<file path="config.mk">
export PLATFORM = sky130hd
export DESIGN_NAME = kwp_ports
export DESIGN_NICKNAME = d
export VERILOG_FILES = /design/src/rtl/kwp_ports.v
export VERILOG_INCLUDE_DIRS = /design/src /design/src/rtl
export SDC_FILE = /design/constraint.sdc
export NUM_CORES = 1
export LEC_CHECK = 0
export ABC_AREA = 1
export BUFFER_PORTS_ARGS = -buffer_cell sky130_fd_sc_hd__buf_2
export CAP_MARGIN = 0
export CORE_MARGIN = 2
export CORE_UTILIZATION = 61
export CTS_BUF_LIST = sky130_fd_sc_hd__clkbuf_8 sky130_fd_sc_hd__clkbuf_16
export DETAILED_ROUTE_END_ITERATION = 16
export PLACE_DENSITY = 0.86
export SLEW_MARGIN = 25
export SYNTH_ARGS = -nofsm -noshare
export SYNTH_HDL_FRONTEND = slang
export SYNTH_SLANG_ARGS = --single-unit
</file>
<file path="constraint.sdc">
create_clock -name clock_in -period 4.92 [get_ports clock_in]
set_clock_uncertainty 0.05 [all_clocks]
set_input_delay 0.738 -clock clock_in [delete_from_list [all_inputs] [get_ports clock_in]]
set_output_delay 0.738 -clock clock_in [all_outputs]
set_load 0.01 [all_outputs]
</file>
<file path="src/rtl/kwp_defines.vh">
/*
 Register offsets, field positions and reset values for the key wake-up
 ports. Included by the port block; holds definitions only.
*/
`ifndef KWP_DEFINES_VH
`define KWP_DEFINES_VH

`define KWP_ADDR_W 6
`define KWP_OFS_G_DATA 6'h28
`define KWP_OFS_H_DATA 6'h29
`define KWP_OFS_G_DIR 6'h2a
`define KWP_OFS_H_DIR 6'h2b
`define KWP_OFS_G_EN 6'h2c
`define KWP_OFS_H_EN 6'h2d
`define KWP_OFS_G_FLAG 6'h2e
`define KWP_OFS_H_FLAG 6'h2f
`define KWP_RST_BYTE 8'h00
`define KWP_BIT_SDA 6
`define KWP_BIT_SCL 7
`define KWP_BIT_SEL 7
`define KWP_G_FLAG_MASK 8'h7f
`define KWP_VOTE_CNT_W 2
`define KWP_VOTE_SAMPLES 2'h3
`define KWP_VOTE_NEED 2'h2

`endif

</file>
<file path="src/rtl/kwp_ports.v">
/*
 Key wake-up ports G and H: data, direction, wake enable and write-one-
 to-clear flag registers, falling-edge and start-condition detection,
 stop-mode majority filter with its own oscillator input.
 Assumes a one-cycle register port, pads outside that resolve the
 three-signal pins, and a filter oscillator clock handed in as a level.
*/
`timescale 1ns/1ps
`include "kwp_defines.vh"

// Functional notes
// - Wake-up events on port G and H pins are detected on falling edges.
// - Interrupt requested when any flag and its enable are both set.
// - All wake-up pins merge into one shared interrupt request.
// - Edge detection works whether a pin is input or output.
// - In stop mode the enabled pin path to request is unclocked.
// - Pull-ups when the port pull-select pin is high, else pull-downs.
// - Direction 0 is input, 1 output; H resets to 0; always accessible.
// - Port data registers are writable at any time; reading one returns the synchronised pin level.
// - Select 0: G6 plain falling edge; select 1: G7/G6 start detect.
// - With select set, G6 and G7 drive open-drain.
// - With select set, SDA falling edge counts only while SCL is high.
// - G6 enable and flag follow the selected event type.
// - Enable bits: 0 disables, 1 enables the pin interrupt.
// - Flags set by falling edges; writing one clears a flag.
// - Port G flag bit 7 always reads zero.
// - Glitch filter active only in stop mode, rejecting short pulses.
// - Filter oscillator starts on a triggering edge of an enabled input.
// - Three samples per filter period; two at trigger level validate.
// - One filter serves all inputs with their enable set.
module kwp_ports #(
    parameter WIDTH = 8
) (
    input wire clock_in,
    input wire nrst_in,
    input wire [`KWP_ADDR_W-1:0] addr_in,
    input wire [WIDTH-1:0] wdata_in,
    input wire wr_in,
    input wire rd_in,
    output reg [WIDTH-1:0] rdata_out,
    input wire [WIDTH-1:0] g_pin_in,
    output wire [WIDTH-1:0] g_pin_out,
    output wire [WIDTH-1:0] g_pin_oe_out,
    input wire [WIDTH-1:0] h_pin_in,
    output wire [WIDTH-1:0] h_pin_out,
    output wire [WIDTH-1:0] h_pin_oe_out,
    input wire g_pull_select_pin_in,
    input wire h_pull_select_pin_in,
    output wire [WIDTH-1:0] g_pull_up_out,
    output wire [WIDTH-1:0] g_pull_down_out,
    output wire [WIDTH-1:0] h_pull_up_out,
    output wire [WIDTH-1:0] h_pull_down_out,
    input wire stop_mode_in,
    input wire filter_osc_in,
    output wire filter_osc_run_out,
    output wire wake_irq_out
);

    reg [WIDTH-1:0] g_data_reg_q;
    reg [WIDTH-1:0] h_data_reg_q;
    reg [WIDTH-1:0] g_direction_reg_q;
    reg [WIDTH-1:0] h_direction_reg_q;
    reg [WIDTH-1:0] g_wake_enable_reg_q;
    reg [WIDTH-1:0] h_wake_enable_reg_q;
    reg [WIDTH-1:0] g_wake_flag_reg_q;
    reg [WIDTH-1:0] h_wake_flag_reg_q;
    wire [WIDTH-1:0] g_wake_flag_reg_d;
    wire [WIDTH-1:0] h_wake_flag_reg_d;

    // Pin synchronisers, three stages each
    reg [WIDTH-1:0] g_s1_q;
    reg [WIDTH-1:0] g_s2_q;
    reg [WIDTH-1:0] g_s3_q;
    reg [WIDTH-1:0] g_lvl_q;
    reg [WIDTH-1:0] h_s1_q;
    reg [WIDTH-1:0] h_s2_q;
    reg [WIDTH-1:0] h_s3_q;
    reg [WIDTH-1:0] h_lvl_q;
    reg osc_s1_q;
    reg osc_s2_q;
    reg osc_s3_q;
    reg osc_lvl_q;

    // Filter state
    reg filt_run_q;
    reg [`KWP_VOTE_CNT_W-1:0] samp_cnt_q;
    reg [`KWP_VOTE_CNT_W-1:0] hit_cnt_q;
    reg [WIDTH-1:0] g_pend_q;
    reg [WIDTH-1:0] h_pend_q;

    wire start_detect_select;
    wire [WIDTH-1:0] g_lvl_d;
    wire [WIDTH-1:0] h_lvl_d;
    wire [WIDTH-1:0] g_fall;
    wire [WIDTH-1:0] h_fall;
    wire [WIDTH-1:0] g_event;
    wire [WIDTH-1:0] g_en_mask;
    wire [WIDTH-1:0] h_en_mask;
    wire any_low;
    wire any_trig;
    wire osc_tick;
    wire vote_done;
    wire vote_ok;
    wire [WIDTH-1:0] g_set;
    wire [WIDTH-1:0] h_set;
    wire g_wr_flag;
    wire h_wr_flag;
    wire raw_wake;
    wire [WIDTH-1:0] g_od;
    wire g_raw;
    wire h_raw;
    wire g_req;
    wire h_req;

    assign start_detect_select = g_wake_enable_reg_q[`KWP_BIT_SEL];

    // A change counts once stages two and three agree
    assign g_lvl_d = (g_s2_q & g_s3_q) | (g_lvl_q & (g_s2_q | g_s3_q));
    assign h_lvl_d = (h_s2_q & h_s3_q) | (h_lvl_q & (h_s2_q | h_s3_q));

    // Edges seen on the pin level, direction ignored
    assign g_fall = g_lvl_q & ~g_lvl_d;
    assign h_fall = h_lvl_q & ~h_lvl_d;

    genvar i;
    generate
        for (i = 0; i < WIDTH; i = i + 1)
        begin : g_evt
            if (i == `KWP_BIT_SDA)
            begin : g_sda
                // SDA fall qualified by SCL high
                assign g_event[i] = g_fall[i] &
                    (~start_detect_select | g_lvl_q[`KWP_BIT_SCL]);
                assign g_od[i] = start_detect_select;
            end
            else if (i == `KWP_BIT_SCL)
            begin : g_scl
                assign g_event[i] = 1'b0;
                assign g_od[i] = start_detect_select;
            end
            else
            begin : g_plain
                assign g_event[i] = g_fall[i];
                assign g_od[i] = 1'b0;
            end
        end
    endgenerate

    assign g_en_mask = g_wake_enable_reg_q & `KWP_G_FLAG_MASK;
    assign h_en_mask = h_wake_enable_reg_q;

    // Filter sees any enabled input at trigger level
    assign any_low = |(g_en_mask & ~g_lvl_q) | |(h_en_mask & ~h_lvl_q);
    assign any_trig = |(g_en_mask & g_event) | |(h_en_mask & h_fall);

    // Oscillator runs from a trigger edge until the vote ends
    assign filter_osc_run_out = filt_run_q;
    // Oscillator rise once stages two and three agree high
    assign osc_tick = ~osc_lvl_q & osc_s2_q & osc_s3_q;
    assign vote_done = filt_run_q & osc_tick &
        (samp_cnt_q == `KWP_VOTE_SAMPLES - 2'h1);
    // Majority of three samples
    assign vote_ok = (hit_cnt_q + {1'b0, any_low}) >= `KWP_VOTE_NEED;

    // Filter used only in stop mode
    assign g_set = stop_mode_in ?
        ((vote_done & vote_ok) ? g_pend_q : {WIDTH{1'b0}}) : g_event;
    assign h_set = stop_mode_in ?
        ((vote_done & vote_ok) ? h_pend_q : {WIDTH{1'b0}}) : h_fall;

    assign g_wr_flag = wr_in & (addr_in == `KWP_OFS_G_FLAG);
    assign h_wr_flag = wr_in & (addr_in == `KWP_OFS_H_FLAG);

    // Per-bit flag update: write one clears, a new edge wins
    generate
        for (i = 0; i < WIDTH; i = i + 1)
        begin : g_flag
            wire g_clr;
            wire h_clr;
            // Write-one strobes for this bit
            assign g_clr = g_wr_flag & wdata_in[i];
            assign h_clr = h_wr_flag & wdata_in[i];
            if (i == `KWP_BIT_SCL)
            begin : g_top
                // Port G bit 7 never holds a flag
                assign g_wake_flag_reg_d[i] = 1'b0;
            end
            else
            begin : g_low
                assign g_wake_flag_reg_d[i] = g_set[i] |
                    (g_wake_flag_reg_q[i] & ~g_clr);
            end
            assign h_wake_flag_reg_d[i] = h_set[i] |
                (h_wake_flag_reg_q[i] & ~h_clr);
        end
    endgenerate

    always @(posedge clock_in or negedge nrst_in)
    begin
        if (!nrst_in)
        begin
            g_s1_q <= {WIDTH{1'b1}};
            g_s2_q <= {WIDTH{1'b1}};
            g_s3_q <= {WIDTH{1'b1}};
            g_lvl_q <= {WIDTH{1'b1}};
            h_s1_q <= {WIDTH{1'b1}};
            h_s2_q <= {WIDTH{1'b1}};
            h_s3_q <= {WIDTH{1'b1}};
            h_lvl_q <= {WIDTH{1'b1}};
        end
        else
        begin
            g_s1_q <= g_pin_in;
            g_s2_q <= g_s1_q;
            g_s3_q <= g_s2_q;
            g_lvl_q <= g_lvl_d;
            h_s1_q <= h_pin_in;
            h_s2_q <= h_s1_q;
            h_s3_q <= h_s2_q;
            h_lvl_q <= h_lvl_d;
        end
    end

    // Filter oscillator synchroniser, three stages
    always @(posedge clock_in or negedge nrst_in)
    begin
        if (!nrst_in)
        begin
            osc_s1_q <= 1'b0;
            osc_s2_q <= 1'b0;
            osc_s3_q <= 1'b0;
            osc_lvl_q <= 1'b0;
        end
        else
        begin
            osc_s1_q <= filter_osc_in;
            osc_s2_q <= osc_s1_q;
            osc_s3_q <= osc_s2_q;
            osc_lvl_q <= (osc_s2_q & osc_s3_q) |
                (osc_lvl_q & (osc_s2_q | osc_s3_q));
        end
    end

    // Majority-vote filter sequencing
    always @(posedge clock_in or negedge nrst_in)
    begin
        if (!nrst_in)
        begin
            filt_run_q <= 1'b0;
            samp_cnt_q <= {`KWP_VOTE_CNT_W{1'b0}};
            hit_cnt_q <= {`KWP_VOTE_CNT_W{1'b0}};
            g_pend_q <= {WIDTH{1'b0}};
            h_pend_q <= {WIDTH{1'b0}};
        end
        else if (!stop_mode_in)
        begin
            filt_run_q <= 1'b0;
            samp_cnt_q <= {`KWP_VOTE_CNT_W{1'b0}};
            hit_cnt_q <= {`KWP_VOTE_CNT_W{1'b0}};
            g_pend_q <= {WIDTH{1'b0}};
            h_pend_q <= {WIDTH{1'b0}};
        end
        else if (!filt_run_q)
        begin
            if (any_trig)
            begin
                filt_run_q <= 1'b1;
                g_pend_q <= g_en_mask & g_event;
                h_pend_q <= h_en_mask & h_fall;
            end
        end
        else
        begin
            g_pend_q <= g_pend_q | (g_en_mask & g_event);
            h_pend_q <= h_pend_q | (h_en_mask & h_fall);
            if (vote_done)
            begin
                // Period over, rearm on the next edge
                samp_cnt_q <= {`KWP_VOTE_CNT_W{1'b0}};
                hit_cnt_q <= {`KWP_VOTE_CNT_W{1'b0}};
                filt_run_q <= 1'b0;
                if (!vote_ok)
                begin
                    // Short pulse rejected, pending bits dropped
                    g_pend_q <= {WIDTH{1'b0}};
                    h_pend_q <= {WIDTH{1'b0}};
                end
            end
            else if (osc_tick)
            begin
                samp_cnt_q <= samp_cnt_q + 2'h1;
                hit_cnt_q <= hit_cnt_q + {1'b0, any_low};
            end
        end
    end

    // Register file, always accessible
    always @(posedge clock_in or negedge nrst_in)
    begin
        if (!nrst_in)
        begin
            g_data_reg_q <= `KWP_RST_BYTE;
            h_data_reg_q <= `KWP_RST_BYTE;
            g_direction_reg_q <= `KWP_RST_BYTE;
            h_direction_reg_q <= `KWP_RST_BYTE;
            g_wake_enable_reg_q <= `KWP_RST_BYTE;
            h_wake_enable_reg_q <= `KWP_RST_BYTE;
            g_wake_flag_reg_q <= `KWP_RST_BYTE;
            h_wake_flag_reg_q <= `KWP_RST_BYTE;
            rdata_out <= `KWP_RST_BYTE;
        end
        else
        begin
            g_wake_flag_reg_q <= g_wake_flag_reg_d;
            h_wake_flag_reg_q <= h_wake_flag_reg_d;
            if (wr_in)
            begin
                case (addr_in)
                    `KWP_OFS_G_DATA: g_data_reg_q <= wdata_in;
                    `KWP_OFS_H_DATA: h_data_reg_q <= wdata_in;
                    `KWP_OFS_G_DIR: g_direction_reg_q <= wdata_in;
                    `KWP_OFS_H_DIR: h_direction_reg_q <= wdata_in;
                    `KWP_OFS_G_EN: g_wake_enable_reg_q <= wdata_in;
                    `KWP_OFS_H_EN: h_wake_enable_reg_q <= wdata_in;
                    default: g_data_reg_q <= g_data_reg_q;
                endcase
            end
            if (rd_in)
            begin
                case (addr_in)
                    `KWP_OFS_G_DATA: rdata_out <= g_lvl_q;
                    `KWP_OFS_H_DATA: rdata_out <= h_lvl_q;
                    `KWP_OFS_G_DIR: rdata_out <= g_direction_reg_q;
                    `KWP_OFS_H_DIR: rdata_out <= h_direction_reg_q;
                    `KWP_OFS_G_EN: rdata_out <= g_wake_enable_reg_q;
                    `KWP_OFS_H_EN: rdata_out <= h_wake_enable_reg_q;
                    `KWP_OFS_G_FLAG: rdata_out <= g_wake_flag_reg_q;
                    `KWP_OFS_H_FLAG: rdata_out <= h_wake_flag_reg_q;
                    default: rdata_out <= `KWP_RST_BYTE;
                endcase
            end
            else
            begin
                rdata_out <= `KWP_RST_BYTE;
            end
        end
    end

    // Open-drain on G6/G7 while start detect is selected
    assign g_pin_out = g_data_reg_q & ~g_od;
    assign g_pin_oe_out = g_direction_reg_q & ~(g_od & g_data_reg_q);
    // Direction 1 drives the pin
    assign h_pin_out = h_data_reg_q;
    assign h_pin_oe_out = h_direction_reg_q;

    // Pull direction from the port pull-select pin
    assign g_pull_up_out = {WIDTH{g_pull_select_pin_in}};
    assign g_pull_down_out = {WIDTH{~g_pull_select_pin_in}};
    assign h_pull_up_out = {WIDTH{h_pull_select_pin_in}};
    assign h_pull_down_out = {WIDTH{~h_pull_select_pin_in}};

    // Unclocked stop-mode path from enabled low pins
    assign g_raw = |(g_en_mask & ~g_pin_in);
    assign h_raw = |(h_en_mask & ~h_pin_in);
    assign raw_wake = stop_mode_in & ~filt_run_q & (g_raw | h_raw);

    // Flags meet their enables per port
    assign g_req = |(g_wake_flag_reg_q & g_en_mask);
    assign h_req = |(h_wake_flag_reg_q & h_en_mask);
    // Single shared request for every wake-up pin
    assign wake_irq_out = g_req | h_req | raw_wake;

endmodule

</file>
==> flow_metrics.tcl <==
set metrics [dict create \
    wl_met3_um 1340 \
    yosys.cell_count.top_type "nand2_1" \
    die_w_um 113 \
    status "completed" \
    finalSetupViolCount 0 \
    crit_type "in2out" \
    num_io_pins 112 \
    maxCapViolCount 0 \
    grt_usage 0.293 \
    synth_edf_count 0 \
    swShare 0.276 \
    fmax_mhz 373 \
    synth_top_family_by_area "simple AND/OR/NAND/NOR gates" \
    power.density_mw_per_mm2 407 \
    finalPower_mw 3.31 \
    hpwlAfterDp_um 12400 \
    rsz0062_at_grt "no" \
    die_h_um 113 \
    seq_area_frac_synth 0.564 \
    synth_area_mm2 0.00720 \
    gp_congestion 0.930 \
    ff2ff_setup_slack_ns 2.37 \
    antenna_found_initial 0 \
    h-tree-depth 4 \
    synthAdderAreaFrac 0.00313 \
    grt_pass1_vias 5637 \
    worstSetupStartpointType "input port" \
    p_switching_mw 0.915 \
    path_cells "buf_2, inv_1, nor2_1, nand2_1, nand2_1, buf_2" \
    wl_met1_um 7170 \
    p_int_mw 2.39 \
    post_cts_resized 0 \
    dieArea_mm2 0.0127 \
    worstPathRequired_ns 4.13 \
    synth.area.top_cells "dfrtp_1 33%, dfstp_2 23%, nand2_1 11%, buf_4 4.7%, nand3_1 4.2%" \
    timing.setup.tns_ns 0 \
    whs_ns 0.235 \
    cts_setup_buffers 0 \
    synthSimpleGateAreaFrac 0.221 \
    critPathMaxStageDelay_ns 0.35 \
    syn2layout_area_growth_pct 13.1 \
    r2r_cells 12 \
    synthMuxAreaShare 0 \
    synth_xor_area_frac 0.00122 \
    cts_made_buffers 17 \
    syn-num-nets 848 \
    yosysUniqueCellTypes 33 \
    rows 39 \
    initial_core_util 0.628 \
    synth_top_area_share 0.330 \
    ant_nets 0 \
    vias 5916 \
    pwr-share-comb 0.134 \
    cp_slowest_cell "inv_1" \
    hold_violations 0 \
    drive_above_1_share 0.258 \
    coreArea_mm2 0.0115 \
    synth.yosys.warnings 0 \
    seqPwrFrac 0.476 \
    grt_max_degree 67 \
    num-nets-final 923 \
    synth_compound_area_frac 0.116 \
    syn_inst 809 \
    grt_pass1_wl_um 28500 \
    drt_first_pass_iters 6 \
    cts.clk_slew.worst_paths_ns 0.06 \
    root_buffer "clkbuf_16" \
    top_layer "met4" \
    grt_overflow 0 \
    hold_path_class "in2async" \
    vias_per_cell 5.69 \
    wl_um 17900 \
    yosys-top-cells-count "212 x nand2_1, 95 x dfrtp_1, 68 x inv_1" \
    reg2reg_from "h_lvl_q[2]" \
    drcViolationCount 0 \
    fin_crit_sh 0.546 \
    synth.avg_cell_area_um2 8.90 \
    irDropWorstVdd_mv 0.333 \
    worstSkewPairLatency_ns 0.43 \
    power_frac_clock 0.391 \
    maxSlewHeadroom 0.532 \
    routedWlPerCell_um 17.2 \
    routed-wl-met2_um 8730 \
    slew_violations 0 \
    crit_arrival_ns 1.90 \
    drt_iter0_markers 741 \
    clock_sinks 159 \
    period_minus_slack_ns 2.68 \
    setup.worst_path.end_class "primary output" \
    max_slew.worst_pin.slew_ns 0.702 \
    worstPathMaxFanout 20 \
    n_antenna_cell 0 \
    yosysTopAreaCell "dfrtp_1" \
    postCtsHoldBufs 0 \
    power_leakage_nw 4.05 \
    synth-main-ff-cell "dfrtp_1" \
    reg2reg_to "h_pend_q[0]" \
    synth-seq-cells 159 \
    cts_tree "done" \
    ys_async_sr_fraction 1.00 \
    clockBufferDepth 2 \
    port_buffers 111 \
]
[logic make-up (layout without fill, tap and decap cells)]
| kind of cell | after synthesis | count (layout) |
|---|---|---|
| compound gates | 153 | 153 |
| xor+xnor | 1 | 1 |
| fa+ha+maj | 2 | 2 |
| buf+inv | 130 | 218 |
| flops | 159 | 159 |
| simple gates | 364 | 364 |
[power by group through the flow]
stage	combinational (mW)	clock [mW]	sequential [mW]
2_1_floorplan	0.296	0	1.56
3_3_place_gp	0.420	0	1.58
3_5_place_dp	0.432	0	1.59
4_1_cts	0.439	1.30	1.57
5_1_grt	0.494	1.36	1.59
6_report	0.442	1.29	1.57
[final cells by class]
cell class,count,area [µm²]
Clock buffer,20,467
Clock inverter,12,120
Fill cell,797,3330
Inverter,72,270
Multi-Input combinational cell,520,2460
Sequential cell,159,4060
Tap cell,143,179
Timing Repair Buffer,114,584
[worst max-delay path by stage]
stage                              end  slack, ns    startpoint  depth (start not counted)
after floorplan           wake_irq_out       2.68  stop_mode_in                          5
after global placement    wake_irq_out       2.31  stop_mode_in                          6
after detailed placement  wake_irq_out       2.31  stop_mode_in                          6
after CTS                 wake_irq_out       2.28  stop_mode_in                          6
after global routing      wake_irq_out       2.16  stop_mode_in                          6
final                     wake_irq_out       2.24  stop_mode_in                          6
[placed cells by master, fill, tap and decap left out, types with 4 or more instances in the layout]
master	instances
nand4_1	7
nand2_2	7
dfstp_2	64
inv_2	4
inv_1	71
dfrtp_1	95
clkinvlp_4	4
nand2_1	212
nor2_1	62
nand3_1	61
o211ai_1	13
clkbuf_16	17
o21ai_1	41
nor2_4	4
buf_2	110
o22ai_1	11
a21oi_1	24
o21ai_0	56
[through the flow]
stage | instances | instance area, µm² | util | setup WS, ns
4_1_cts | 1040 | 8140 | 0.710 | 2.28
3_3_place_gp | 1008 | 7550 | 0.658 | 2.31
3_5_place_dp | 1008 | 7550 | 0.658 | 2.31
2_1_floorplan | 809 | 7200 | - | 2.68
5_1_grt | 1040 | 8140 | 0.710 | 2.16
6_report | 1040 | 8140 | 0.710 | 2.24
[metal layers]
| metal | vias up | global-route usage |
|---|---|---|
| li1 | 2754 | - |
| met1 | 2784 | 0.375 |
| met2 | 318 | 0.482 |
| met3 | 60 | 0.0680 |
| met4 | 0 | 0.128 |
| met5 | - | 0 |
[registers in the layout, indices dropped and copies added, names as in the netlist, 8 cells and up]
| name | count |
|---|---|
| g_s2_q | 8 |
| rdata_out | 8 |
| h_pin_oe_out | 8 |
| h_wake_flag_reg_q | 8 |
| g_data_reg_q | 8 |
| g_s3_q | 8 |
| h_en_mask | 8 |
| h_s2_q | 8 |
| g_wake_enable_reg_q | 8 |
| h_s3_q | 8 |
| h_lvl_q | 8 |
| h_pend_q | 8 |
| g_direction_reg_q | 8 |
| h_pin_out | 8 |
| g_lvl_q | 8 |
| h_s1_q | 8 |
| g_s1_q | 8 |
[critical path, delay by kind of cell]
kind / cells / cell delay [ns]
buffers and inverters: 3 / 0.80
and+or+nand+nor: 3 / 0.35
No activity file was read; power rests on OpenSTA's default activity.
